===== src/rtl/bank_close_pkg.sv =====
// Shared constants, command codes and command-bus coding for the bank-close link
`default_nettype none
package bank_close_pkg;
  // Clocking: the controller divides sys_clk by CK_DIV to make the link clock
  localparam int SYS_PERIOD_PS = 25000;
  localparam int CK_PERIOD_PS = 200000;
  localparam int CK_DIV = CK_PERIOD_PS / SYS_PERIOD_PS;
  localparam logic [2:0] DIV_RISE_SETUP = 3'h5;
  localparam logic [2:0] DIV_FALL_SETUP = 3'h1;
  localparam logic [2:0] DIV_HIGH_END = 3'h3;

  localparam int BANKS = 8;
  localparam int CA_W = 10;
  localparam int LANES = 2;
  localparam int DQ_W = 8 * LANES;
  localparam int BEATS = 8;

  // Command-bus field positions
  localparam int CA_ALL_BANK = 4;
  localparam int CA_BANK_LSB = 7;
  localparam int CA_AUTO_CLOSE = 0;
  localparam logic [3:0] CA_PRE_CODE = 4'hb;
  localparam logic [1:0] CA_ACT_CODE = 2'h2;
  localparam logic [2:0] CA_READ_CODE = 3'h5;
  localparam logic [2:0] CA_WRITE_CODE = 3'h1;

  // Burst and latency
  localparam int BURST_LENGTH = 8;
  localparam int HALF_BURST = BURST_LENGTH / 2;
  localparam int WRITE_LATENCY_CYCLES = 4;

  // Analog times in picoseconds
  localparam int READ_TO_CLOSE_TIME_PS = 7500;
  localparam int WRITE_RECOVERY_TIME_PS = 15000;
  localparam int ROW_ACTIVE_MIN_TIME_PS = 42000;
  localparam int ROW_CYCLE_TIME_PS = 60000;
  localparam int SINGLE_BANK_CLOSE_TIME_PS = 18000;
  localparam int ALL_BANK_CLOSE_TIME_PS = 21000;

  // Least times round up to whole link clocks
  function automatic int ru_ck(input int ps);
    return (ps + CK_PERIOD_PS - 1) / CK_PERIOD_PS;
  endfunction

  localparam int RTP_CK = ru_ck(READ_TO_CLOSE_TIME_PS);
  localparam logic [3:0] WRITE_LAT_CK = 4'(WRITE_LATENCY_CYCLES);
  localparam logic [4:0] RD_CLOSE_CK = 5'(HALF_BURST + ((RTP_CK > 4) ? RTP_CK : 4) - 4);
  localparam logic [4:0] WR_CLOSE_CK =
    5'(WRITE_LATENCY_CYCLES + HALF_BURST + 1 + ru_ck(WRITE_RECOVERY_TIME_PS));
  localparam logic [4:0] ROW_ACTIVE_MIN_CK = 5'(ru_ck(ROW_ACTIVE_MIN_TIME_PS));
  localparam logic [4:0] ROW_CYCLE_CK = 5'(ru_ck(ROW_CYCLE_TIME_PS));
  localparam logic [4:0] SINGLE_CLOSE_CK = 5'(ru_ck(SINGLE_BANK_CLOSE_TIME_PS));
  localparam logic [4:0] ALL_CLOSE_CK = 5'(ru_ck(ALL_BANK_CLOSE_TIME_PS));

  // Controller register port
  localparam logic [3:0] REG_CMD = 4'h0;
  localparam logic [3:0] REG_WDATA = 4'h4;
  localparam logic [3:0] REG_WMASK = 4'h8;
  localparam logic [3:0] REG_STATUS = 4'hc;
  localparam int CMD_OP_LSB = 0;
  localparam int CMD_BANK_LSB = 2;
  localparam int CMD_ALL_BIT = 5;
  localparam int CMD_AUTO_CLOSE_BIT = 6;

  typedef enum logic [2:0] {CMD_NONE, CMD_ACT, CMD_READ, CMD_WRITE, CMD_PRE} cmd_t;

  function automatic cmd_t decode_cmd(input logic cs_n, input logic [CA_W-1:0] ca);
    cmd_t c;
    c = CMD_NONE;
    if (!cs_n) begin
      if (ca[1:0] == CA_ACT_CODE) begin
        c = CMD_ACT;
      end else if (ca[1:0] == CA_READ_CODE[1:0]) begin
        c = ca[2] ? CMD_READ : CMD_WRITE;
      end else if (ca[3:0] == CA_PRE_CODE) begin
        c = CMD_PRE;
      end
    end
    return c;
  endfunction

  function automatic logic [CA_W-1:0] encode_rise(input cmd_t c, input logic [2:0] bank,
                                                  input logic all);
    logic [CA_W-1:0] ca;
    ca = '0;
    ca[CA_BANK_LSB +: 3] = bank;
    unique case (c)
      CMD_NONE: ca = '0;
      CMD_ACT: ca[1:0] = CA_ACT_CODE;
      CMD_READ: ca[2:0] = CA_READ_CODE;
      CMD_WRITE: ca[2:0] = CA_WRITE_CODE;
      CMD_PRE: begin
        ca[3:0] = CA_PRE_CODE;
        ca[CA_ALL_BANK] = all;
      end
    endcase
    return ca;
  endfunction
endpackage
`default_nettype wire


===== src/rtl/bank_link_if.sv =====
// Link between the memory controller and the memory device
`default_nettype none
interface bank_link_if;
  import bank_close_pkg::*;
  logic ck;
  logic cs_n;
  logic [CA_W-1:0] ca;
  logic [DQ_W-1:0] dq;
  logic [LANES-1:0] write_byte_mask;
  modport ctrl (output ck, output cs_n, output ca, output dq, output write_byte_mask);
  modport dev (input ck, input cs_n, input ca, input dq, input write_byte_mask);
endinterface
`default_nettype wire


===== src/rtl/bank_close_ctrl.sv =====
// Memory controller end: register port, link clock divider, command scheduling
//
// Chosen here: the plain strobed port and the register offsets.
`default_nettype none
// Functional notes
// - One write byte mask per data byte
// - Masked beat leaves its byte unwritten
// - Mask captured exactly like write data
// - Precharge is CS low, CA3..0 = 1011
// - CA4 high closes all, else CA9..7 bank
// - Activate waits all- or single-bank close time
// - All-bank close delay kept separate, longer
// - Precharge no sooner than half burst after read
// - Precharge waits minimum row-active time
// - Activate waits row close time after precharge
// - Read-to-close counted from half burst minus four
// - Write-to-precharge: latency, half burst, one, recovery
// - Array write after full eight-beat group
// - Close an open bank before activating again
// - Auto-close low keeps bank open
// - Auto-close high closes bank automatically
// - Read auto-close after half burst or read-to-close
// - After read auto-close, activate waits close and cycle
// - Write auto-close after write recovery
// - After write auto-close, activate waits close and cycle
// - Read/write CS low CA1..0 = 01, CA2 read
// - Close period counts from latest precharge
module bank_close_ctrl
  import bank_close_pkg::*;
(
  input wire logic sys_clk,
  input wire logic rst_n,
  input wire logic [3:0] addr,
  input wire logic [15:0] wdata,
  input wire logic wr,
  input wire logic rd,
  output logic [15:0] rdata,
  bank_link_if.ctrl link
);
  typedef struct packed {
    logic [2:0] div;
    logic ck;
    logic cs_n;
    logic [CA_W-1:0] ca;
    logic [DQ_W-1:0] dq;
    logic [LANES-1:0] lane_mask;
    logic [DQ_W-1:0] wdat;
    logic [BEATS*LANES-1:0] wmask;
    logic pend;
    cmd_t p_cmd;
    logic [2:0] p_bank;
    logic p_all;
    logic p_auto;
    logic err;
    logic [BANKS-1:0] open;
    logic [BANKS-1:0][4:0] pre_wait;
    logic [BANKS-1:0][4:0] act_wait;
    logic issued;
    logic fall_auto;
    logic wact;
    logic [3:0] wslot;
    logic [2:0] widx;
    logic [15:0] rdata;
  } ctrl_t;

  // Reset inside the low phase so the first high phase is full length
  localparam ctrl_t CTRL_RST = '{cs_n: 1'b1, p_cmd: CMD_NONE, div: DIV_HIGH_END + 3'h1,
                                 default: '0};

  ctrl_t st;
  ctrl_t next_st;

  function automatic logic [4:0] mx(input logic [4:0] a, input logic [4:0] b);
    return (a > b) ? a : b;
  endfunction

  // Beat data is the programmed word plus the beat number, with its two mask bits
  function automatic logic [LANES+DQ_W-1:0] beat_of(input logic [DQ_W-1:0] base,
                                                     input logic [BEATS*LANES-1:0] m,
                                                     input logic [2:0] beat);
    return {m[beat*LANES +: LANES], base + {13'h0, beat}};
  endfunction

  always_comb begin
    cmd_t issue;
    cmd_t op;
    logic busy;
    logic all_ready;
    logic [2:0] b;
    logic [3:0] ns;
    logic [2:0] bi;
    next_st = st;
    issue = CMD_NONE;
    op = CMD_NONE;
    b = st.p_bank;
    ns = st.wslot + 4'h1;
    bi = 3'h0;
    all_ready = 1'b1;
    busy = st.pend || st.wact;
    next_st.div = st.div + 3'h1;
    next_st.ck = (next_st.div <= DIV_HIGH_END);

    next_st.rdata = '0;
    if (rd) begin
      unique case (addr)
        REG_STATUS: next_st.rdata = {st.open, 6'h0, st.err, busy};
        REG_WDATA: next_st.rdata = st.wdat;
        REG_WMASK: next_st.rdata = st.wmask;
        default: next_st.rdata = '0;
      endcase
    end
    if (wr) begin
      unique case (addr)
        REG_CMD: begin
          if (busy) begin
            next_st.err = 1'b1;
          end else begin
            unique case (wdata[CMD_OP_LSB +: 2])
              2'h0: op = CMD_ACT;
              2'h1: op = CMD_READ;
              2'h2: op = CMD_WRITE;
              2'h3: op = CMD_PRE;
            endcase
            next_st.pend = 1'b1;
            next_st.err = 1'b0;
            next_st.p_cmd = op;
            next_st.p_bank = wdata[CMD_BANK_LSB +: 3];
            next_st.p_all = wdata[CMD_ALL_BIT];
            next_st.p_auto = wdata[CMD_AUTO_CLOSE_BIT];
          end
        end
        REG_WDATA: next_st.wdat = wdata;
        REG_WMASK: next_st.wmask = wdata;
        default: next_st.err = st.err;
      endcase
    end

    // One command slot per link clock, set up ahead of the rising edge
    if (st.div == DIV_RISE_SETUP) begin
      next_st.cs_n = 1'b1;
      next_st.ca = '0;
      next_st.issued = 1'b0;
      for (int i = 0; i < BANKS; i++) begin
        if (st.pre_wait[i] != 5'h0) begin
          next_st.pre_wait[i] = st.pre_wait[i] - 5'h1;
        end
        if (st.act_wait[i] != 5'h0) begin
          next_st.act_wait[i] = st.act_wait[i] - 5'h1;
        end
        if (next_st.pre_wait[i] != 5'h0) begin
          all_ready = 1'b0;
        end
      end
      // A pending command is held until its spacing is met; a read or write to a closed bank is dropped with an error
      if (st.pend && !st.wact) begin
        unique case (st.p_cmd)
          CMD_NONE: next_st.pend = 1'b0;
          CMD_ACT: begin
            if (st.open[b]) begin
              if (next_st.pre_wait[b] == 5'h0) begin
                issue = CMD_PRE;
              end
            end else if (next_st.act_wait[b] == 5'h0) begin
              issue = CMD_ACT;
            end
          end
          CMD_READ, CMD_WRITE: begin
            if (!st.open[b]) begin
              next_st.err = 1'b1;
              next_st.pend = 1'b0;
            end else begin
              issue = st.p_cmd;
            end
          end
          CMD_PRE: begin
            if (st.p_all ? all_ready : (next_st.pre_wait[b] == 5'h0)) begin
              issue = CMD_PRE;
            end
          end
        endcase
      end
      if (issue != CMD_NONE) begin
        next_st.cs_n = 1'b0;
        next_st.ca = encode_rise(issue, b, st.p_all && st.p_cmd == CMD_PRE);
        next_st.issued = 1'b1;
        next_st.fall_auto = st.p_auto;
        if (issue == st.p_cmd) begin
          next_st.pend = 1'b0;
        end
      end
      unique case (issue)
        CMD_NONE: next_st.issued = next_st.issued;
        CMD_ACT: begin
          next_st.open[b] = 1'b1;
          next_st.pre_wait[b] = ROW_ACTIVE_MIN_CK;
          next_st.act_wait[b] = ROW_CYCLE_CK;
        end
        CMD_PRE: begin
          if (st.p_all && st.p_cmd == CMD_PRE) begin
            next_st.open = '0;
            for (int i = 0; i < BANKS; i++) begin
              next_st.act_wait[i] = ALL_CLOSE_CK;
            end
          end else begin
            next_st.open[b] = 1'b0;
            next_st.act_wait[b] = SINGLE_CLOSE_CK;
          end
        end
        CMD_READ: begin
          next_st.pre_wait[b] = mx(next_st.pre_wait[b], RD_CLOSE_CK);
          if (st.p_auto) begin
            next_st.open[b] = 1'b0;
            next_st.act_wait[b] = mx(next_st.act_wait[b], RD_CLOSE_CK + SINGLE_CLOSE_CK);
          end
        end
        CMD_WRITE: begin
          next_st.pre_wait[b] = mx(next_st.pre_wait[b], WR_CLOSE_CK);
          next_st.wact = 1'b1;
          next_st.wslot = 4'h0;
          if (st.p_auto) begin
            next_st.open[b] = 1'b0;
            next_st.act_wait[b] = mx(next_st.act_wait[b], WR_CLOSE_CK + SINGLE_CLOSE_CK);
          end
        end
      endcase
      // Even beats are set up ahead of each rise from write latency onward
      if (st.wact) begin
        next_st.wslot = ns;
        if (ns >= WRITE_LAT_CK && ns < WRITE_LAT_CK + 4'(HALF_BURST)) begin
          bi = 3'(2 * (ns - WRITE_LAT_CK));
          {next_st.lane_mask, next_st.dq} = beat_of(st.wdat, st.wmask, bi);
          next_st.widx = bi + 3'h1;
        end
      end
    end

    if (st.div == DIV_FALL_SETUP) begin
      if (st.issued) begin
        next_st.ca = '0;
        next_st.ca[CA_AUTO_CLOSE] = st.fall_auto;
      end
      if (st.wact && st.wslot >= WRITE_LAT_CK) begin
        {next_st.lane_mask, next_st.dq} = beat_of(st.wdat, st.wmask, st.widx);
        next_st.widx = st.widx + 3'h1;
        if (st.widx == 3'(BEATS - 1)) begin
          next_st.wact = 1'b0;
        end
      end
    end
  end

  always_ff @(posedge sys_clk or negedge rst_n) begin
    if (!rst_n) begin
      st <= CTRL_RST;
    end else begin
      st <= next_st;
    end
  end

  assign rdata = st.rdata;
  assign link.ck = st.ck;
  assign link.cs_n = st.cs_n;
  assign link.ca = st.ca;
  assign link.dq = st.dq;
  assign link.write_byte_mask = st.lane_mask;
endmodule
`default_nettype wire


===== src/flat_wrapper.sv =====
// flat-port wrapper written by rule: the top's interface ports become plain ports
module bank_close_ctrl_flat import bank_close_pkg::*;
  (sys_clk, rst_n, addr, wdata, wr, rd, rdata, link_ck, link_cs_n, link_ca, link_dq, link_write_byte_mask);
  bank_link_if link_i ();
  input wire logic sys_clk;
  input wire logic rst_n;
  input wire logic [3:0] addr;
  input wire logic [15:0] wdata;
  input wire logic wr;
  input wire logic rd;
  output logic [15:0] rdata;
  output wire logic [$bits(link_i.ck)-1:0] link_ck;
  output wire logic [$bits(link_i.cs_n)-1:0] link_cs_n;
  output wire logic [$bits(link_i.ca)-1:0] link_ca;
  output wire logic [$bits(link_i.dq)-1:0] link_dq;
  output wire logic [$bits(link_i.write_byte_mask)-1:0] link_write_byte_mask;
  assign link_ck = link_i.ck;
  assign link_cs_n = link_i.cs_n;
  assign link_ca = link_i.ca;
  assign link_dq = link_i.dq;
  assign link_write_byte_mask = link_i.write_byte_mask;
  bank_close_ctrl u_core (.sys_clk(sys_clk), .rst_n(rst_n), .addr(addr), .wdata(wdata), .wr(wr), .rd(rd), .rdata(rdata), .link(link_i));
endmodule

===== config.mk =====
export PLATFORM = sky130hd
export DESIGN_NAME = bank_close_ctrl_flat
export DESIGN_NICKNAME = d
export VERILOG_FILES = /design/src/rtl/bank_close_pkg.sv /design/src/rtl/bank_link_if.sv /design/src/rtl/bank_close_ctrl.sv /design/src/flat_wrapper.sv
export SDC_FILE = /design/constraint.sdc
export NUM_CORES = 1
export LEC_CHECK = 0
export BUFFER_PORTS_ARGS = -buffer_cell sky130_fd_sc_hd__buf_2
export CAP_MARGIN = 10
export CORE_ASPECT_RATIO = 2
export CORE_UTILIZATION = 63
export CTS_CLUSTER_SIZE = 30
export DETAILED_ROUTE_END_ITERATION = 6
export PLACE_DENSITY = 0.89
export SKIP_CTS_REPAIR_TIMING = 1
export SLEW_MARGIN = 10
export SYNTH_ARGS = -nofsm -noshare
export SYNTH_HDL_FRONTEND = slang
export SYNTH_SLANG_ARGS = --single-unit

===== constraint.sdc =====
create_clock -name sys_clk -period 5.3 [get_ports sys_clk]
set_input_delay 0.265 -clock sys_clk [delete_from_list [all_inputs] [get_ports sys_clk]]
set_output_delay 0.265 -clock sys_clk [all_outputs]
set_load 0.005 [all_outputs]

* Word level (Yosys, flattened, before mapping)
Index checks and enable logic that the tools add are counted.
** Cells by class
- Reduce and logical (&&, ||, !) cells :: 48
- Equality and inequality tests :: 19
- Magnitude comparators :: 10
- Bitwise gates (word level) :: 9
- Mux-type cells :: 114
- Add/sub/neg operators :: 23
- Shift operators :: 2
** Operator list (number)
- $mux W5 :: 41
- $bwmux W40 :: 4
- $pmux W40 S4 :: 1
- $mux W40 :: 3
- $pmux W40 S3 :: 1
- $reduce_bool A5 Y1 :: 24
- $mux W99 :: 1
- $sub A5 B1 Y5 const B :: 16
- $and A32 B32 Y32 :: 2
- $mux W28 :: 2
- $mux W18 :: 3
- $pmux W16 S3 :: 1
- $add A16 B3 Y16 :: 2
- $not A32 Y32 :: 1
- $shiftx A16 B5 Y2 :: 2
- $bmux W5 S3 :: 2
- $mux W1 :: 27
- $mux W3 :: 9
- $or A8 B8 Y8 :: 3
- $pmux W8 S3 :: 1
- $mux W10 :: 2
- $mux W9 :: 2
- $mux W16 :: 1
- $mux W8 :: 2
- other kinds (44) :: 72
** Word-level totals
- Register bits after elaboration :: 189
- Logic and storage cells :: 262
- Bits of input ports :: 24
- Output and inout bits :: 46

* Logic depth before layout (Yosys ltp)
- Depth after elaboration :: 25
- Depth in mapped cells :: 15
- Mapped depth without buffers :: 13

* Least setup slack after synthesis
Ideal clock, no wire load.
- Path type :: register -> register
- Start :: reg u_core.st[76] in the netlist's numbering
- End :: reg u_core.st[58] in the netlist's numbering
- Library setup time :: 126 ps
- Period minus slack after synthesis :: 4515 ps
- Required time :: 5174 ps
- Stages on the path, launching flop included :: 14
- Path buffers :: 1
- Data arrival time :: 4389 ps
- Slack :: 785 ps
- Path through :: dfrtp_1 inv_1 ha_1 nor4b_1 mux2_2 a2111o_1 nor4_2 or4b_1 or4b_1 buf_6 a41o_4 a21oi_4 o21ai_1 a221o_1
** On the way
- Cells in the longest elaborated chain, start to end :: 18
- Elaborated cells on any way between the ends :: 27
- Those cells by class :: 1 x add/sub; 4 x eq/ne; 19 x mux; 3 x reduce/logical
** RTL lines
- from (decl) :: RTL line bank_close_ctrl.sv:70 : ctrl_t st;
- from (signal assigned) :: RTL line bank_close_ctrl.sv:256 : st <= next_st;
- $sub A5 B1 Y5 or $reduce_bool A5 Y1 (tied branches) :: RTL line bank_close_ctrl.sv:145, bank_close_ctrl.sv:144
- $mux W5 (*) :: RTL line bank_close_ctrl.sv:144 : if (st.pre_wait[i] != 5'h0) begin
- $mux W5 (*) :: RTL line bank_close_ctrl.sv:139 : if (st.div == DIV_RISE_SETUP) begin
- $reduce_bool A5 Y1 :: RTL line bank_close_ctrl.sv:150 : if (next_st.pre_wait[i] != 5'h0) begin
- $mux W1 (6 in a row) :: RTL line bank_close_ctrl.sv:150
- $mux W1 :: RTL line bank_close_ctrl.sv:139
- $mux W1 :: RTL line bank_close_ctrl.sv:176 : if (st.p_all ? all_ready : (next_st.pre_wait[b] == 5'h0)) begin
- $mux W3 :: RTL line bank_close_ctrl.sv:176
- $pmux W3 S3 (*) :: RTL line bank_close_ctrl.sv:156 : unique case (st.p_cmd)
- $mux W3 (*) :: RTL line bank_close_ctrl.sv:155 : if (st.pend && !st.wact) begin
- $mux W3 (*) :: RTL line bank_close_ctrl.sv:139
- $eq A3 B2 Y1, or another cell as far along :: RTL line bank_close_ctrl.sv:191 : unique case (issue)
- $pmux W40 S4 (*) :: RTL line bank_close_ctrl.sv:191
Every way passes the cells marked *; elsewhere a longest branch is shown, timed or not. The select of a mux whose other input is x is not followed.
A chain may end at the register's enable or synchronous reset.

* Worst setup path in the final report
- Start :: reg u_core.st[76] in the netlist's numbering
- End :: reg u_core.st[59] in the netlist's numbering
The elaborated chain is that of the path after synthesis.

==> flow_summary_export.csv <==
group,metric,value,unit
sta,final_max_slew_viol_count,0,
sta,tightest_slew,1115,ps
pwr,p_per_area,477.9,nW/um2
sta,grt_setup_unrepaired,"false",
outcome,violations,"DRC",
worst_setup_path,start_kind,"flop",
worst_setup_path,cp.arrival,5170,ps
routing,wl,42850,um
clock_network,numCtsBuffers,17,
routing,firstDrtPassIters,7,
global_routing,antenna_found_initial,1,
sta,fin_crit,4829,ps
pwr,power,0.006539,W
placed_design,dp_hpwl,30720,um
floorplan,die_h,203.3,um
worst_setup_path,endpoint_kind,"flop",
floorplan,coreArea,19910,um2
sta,hold_viol,0,
sta,max_freq,0.2071,GHz
worst_setup_path,path_class,"reg -> reg",
synth,synth_ff_type,"dfrtp_1",
floorplan,die_x,102.7,um
worst_setup_path,critPathBufInv,2,
synth,yosys_register_bits,189,
clock_network,root_buffer,"clkbuf_16",
placed_design,portBuffers,69,
synth,synth_edf_count,0,
pwr,p_leak,6.015,nW
worst_hold_path,min_path_cells,2,
synth,synth_top_cell_by_area,"dfrtp_1",
global_routing,grt_pass1_wl,65720,um
clock_network,clk_pin_slew,80,ps
synth,synthCells,1441,
synth,postSynthAreaPerCell,8.860,um2
routing,wl_per_cell,24.98,um
routing,antenna_left,0,
floorplan,initial_utilization,0.6412,
placed_design,gp_congestion,1.007,
clock_network,clock_path_buffers,2,
routing,dr_total_vias,12060,
cells_and_area,syn_to_final_growth,7.164,%
synth,synth_nets,1498,
clock_network,cts_tree,"built",
synth,yosysMostFrequentCell,"dfrtp_1",
sta,post-route-period-util,0.9112,
worst_hold_path,hold_class,"in -> reg",
sta,slew_headroom,0.2538,
pwr,vdd_drop_max,330.4,uV
routing,drtIter0Drc,1287,
routing,drt-vias-per-instance,7.030,
global_routing,grt_max_degree,84,
routing,route.detailed.drc,2,
clock_network,clk_latency,470,ps
clock_network,cts.sinks,189,
synth,ys_types,87,
cells_and_area,diodes,0,
flow_run,maxCapViolCount,0,
synth,synth_commonest_cells,"dfrtp_1 (187), nor2_1 (123), nand2_1 (106), a21oi_1 (104), o21ai_0 (92)",
synth,synth_area,12770,um2
floorplan,rows,73,
floorplan,io_pins,70,
synth,synth_top_area_frac,0.3665,
worst_setup_path,slowest_delay,690,ps
worst_setup_path,cpMostUsedCell,"or4b_1",
sta,fin_setup_tns,0,ps
global_routing,grt_pass1_vias,12090,
global_routing,grt_use_total,0.4318,
clock_network,htree_num_levels,4,
worst_setup_path,path_cells,"inv_1 > ha_1 > nor4b_1 > buf_4 > mux2_2 > a2111o_1 > nor4_2 > or4b_1 > or4b_1 > a41oi_2 > o22ai_1 > a21oi_1 > o21ai_0",
synth,synth_warnings,0,
worst_setup_path,ff2ff_path_depth,13,
sta,skew,8.207,ps
worst_setup_path,cp_num_cells,13,
worst_setup_path,crit_fanout,8,
outcome,status,"complete, but fails checks",
synth,async_flop_share,1.000,
worst_setup_path,cp.required,5640,ps
worst_setup_path,cpMaxStageDelayCell,"or4b_1",
floorplan,die_area,20870,um2
synth,synthTopCellsByArea,"dfrtp_1 (37%), mux2_2 (4.6%), a21oi_1 (4.1%), nor2_1 (3.6%), o21ai_0 (3.6%)",
worst_setup_path,cp_top_family,"simple AND/OR/NAND/NOR gates",
cells_and_area,layout-drive-gt1-share,0.1652,
global_routing,overflow,0,
cells_and_area,nets,1498,
synth,ys_seq_area_frac,0.3706,
sta,setup-violations-final,0,
## worst paths after layout
path / slack [ps] / end / startpoint
worst max-delay path: 470 / u_core.st[59]$_DFFE_PN0P_ / u_core.st[76]$_DFFE_PN0P_
max in group asynchronous: 3690 / u_core.st[80]$_DFFE_PN0P_ / rst_n
worst max register to register: 470 / u_core.st[59]$_DFFE_PN0P_ / u_core.st[76]$_DFFE_PN0P_
worst min-delay path: 40 / u_core.st[134]$_DFFE_PN0P_ / wdata[10]
min in group asynchronous: 390 / u_core.st[186]$_DFF_PN0_ / rst_n
worst min register to register: 490 / u_core.link.dq[14]$_DFF_PN0_ / u_core.link.dq[14]$_DFF_PN0_
## cell type report
| type | count | area, um2 |
|---|---|---|
| clock buffer | 17 | 425.4 |
| inverter | 65 | 244.0 |
| multi-input combinational | 1056 | 7094 |
| sequential | 189 | 4732 |
| clock inverter | 14 | 153.9 |
| timing repair buffer | 112 | 704.4 |
| fill | 1636 | 6230 |
| tap | 262 | 327.8 |
## through the flow
| step | cell area (um2) | utilization | hold slack, ps | setup WS, ps | std cells |
|---|---|---|---|---|---|
| finish | 13680 | 0.6871 | 37.60 | 470.7 | 1715 |
| global route | 13680 | 0.6871 | 40.36 | 252.4 | 1715 |
| global placement | 13090 | 0.6575 | 360.8 | 757.5 | 1683 |
| CTS | 13670 | 0.6866 | -120.3 | 550.1 | 1714 |
| floorplan | 12770 | - | -30.59 | 785.4 | 1441 |
| detailed placement | 13090 | 0.6575 | 367.9 | 605.4 | 1683 |
## registers in the layout, indices dropped and copies added, names as in the netlist
signal / count
u_core.link.write_byte_mask: 2
u_core.rdata: 16
u_core.link.ca: 10
u_core.link.ck: 1
u_core.st: 143
u_core.link.cs_n: 1
u_core.link.dq: 16
## worst reg2reg max path: cells and delay by family, from the launching register on
family	cells	cell delay, ps
buf+inv	2	300
compound gates	5	1500
flops	1	430
mux	1	340
simple gates	4	1920
fa+ha+maj	1	210
## metal layers
| layer | vias to the layer above | routed length, um | GRT usage |
|---|---|---|---|
| li1 | 5251 | - | - |
| met4 | 2 | 5168 | 0.4469 |
| met5 | - | 13 | 0 |
| met1 | 5767 | 13360 | 0.4379 |
| met3 | 298 | 3533 | 0.1073 |
| met2 | 738 | 20780 | 0.6840 |
## logic make-up (layout without fill, tap and decap cells)
family | count (synthesis) | in the layout | synth area share
compound gates | 436 | 436 | 0.2237
xor+xnor | 22 | 22 | 0.01509
fa+ha+maj | 33 | 33 | 0.03352
buf+inv | 196 | 208 | 0.07526
flops | 189 | 189 | 0.3706
mux | 89 | 89 | 0.08075
simple gates | 476 | 476 | 0.2010
## power by group
part / switching, W / total [W] / internal, W
Sequential: 0.000403 / 0.00208 / 0.00168
Clock: 0.000641 / 0.00130 / 0.000664
Combinational: 0.00190 / 0.00315 / 0.00125
## cells in the final DEF, fill, tap and decap left out, types with 5 or more instances in the layout
master,instances
nor4_1,9
nor3b_1,11
a211oi_1,9
nand3_1,31
a21oi_1,104
a221oi_1,5
nand2_1,105
o22ai_1,38
or3_1,16
o211ai_1,19
a221o_1,15
mux4_2,6
buf_4,40
and2_1,19
nand3b_1,9
nor2_1,123
mux2i_1,31
xnor2_1,19
buf_2,68
o21a_1,7
dfrtp_1,187
mux2_2,52
nor4b_1,18
nand4_1,11
o22a_1,7
a31oi_1,26
a22o_1,9
clkbuf_16,17
o21ai_0,92
ha_1,31
a2bb2oi_1,6
inv_1,65
nor3_1,31
nor2b_1,17
or3b_2,11
and3_1,7
a22oi_1,36
nand2b_1,20
a21o_1,15
No activity file was read; power rests on OpenSTA's default activity.
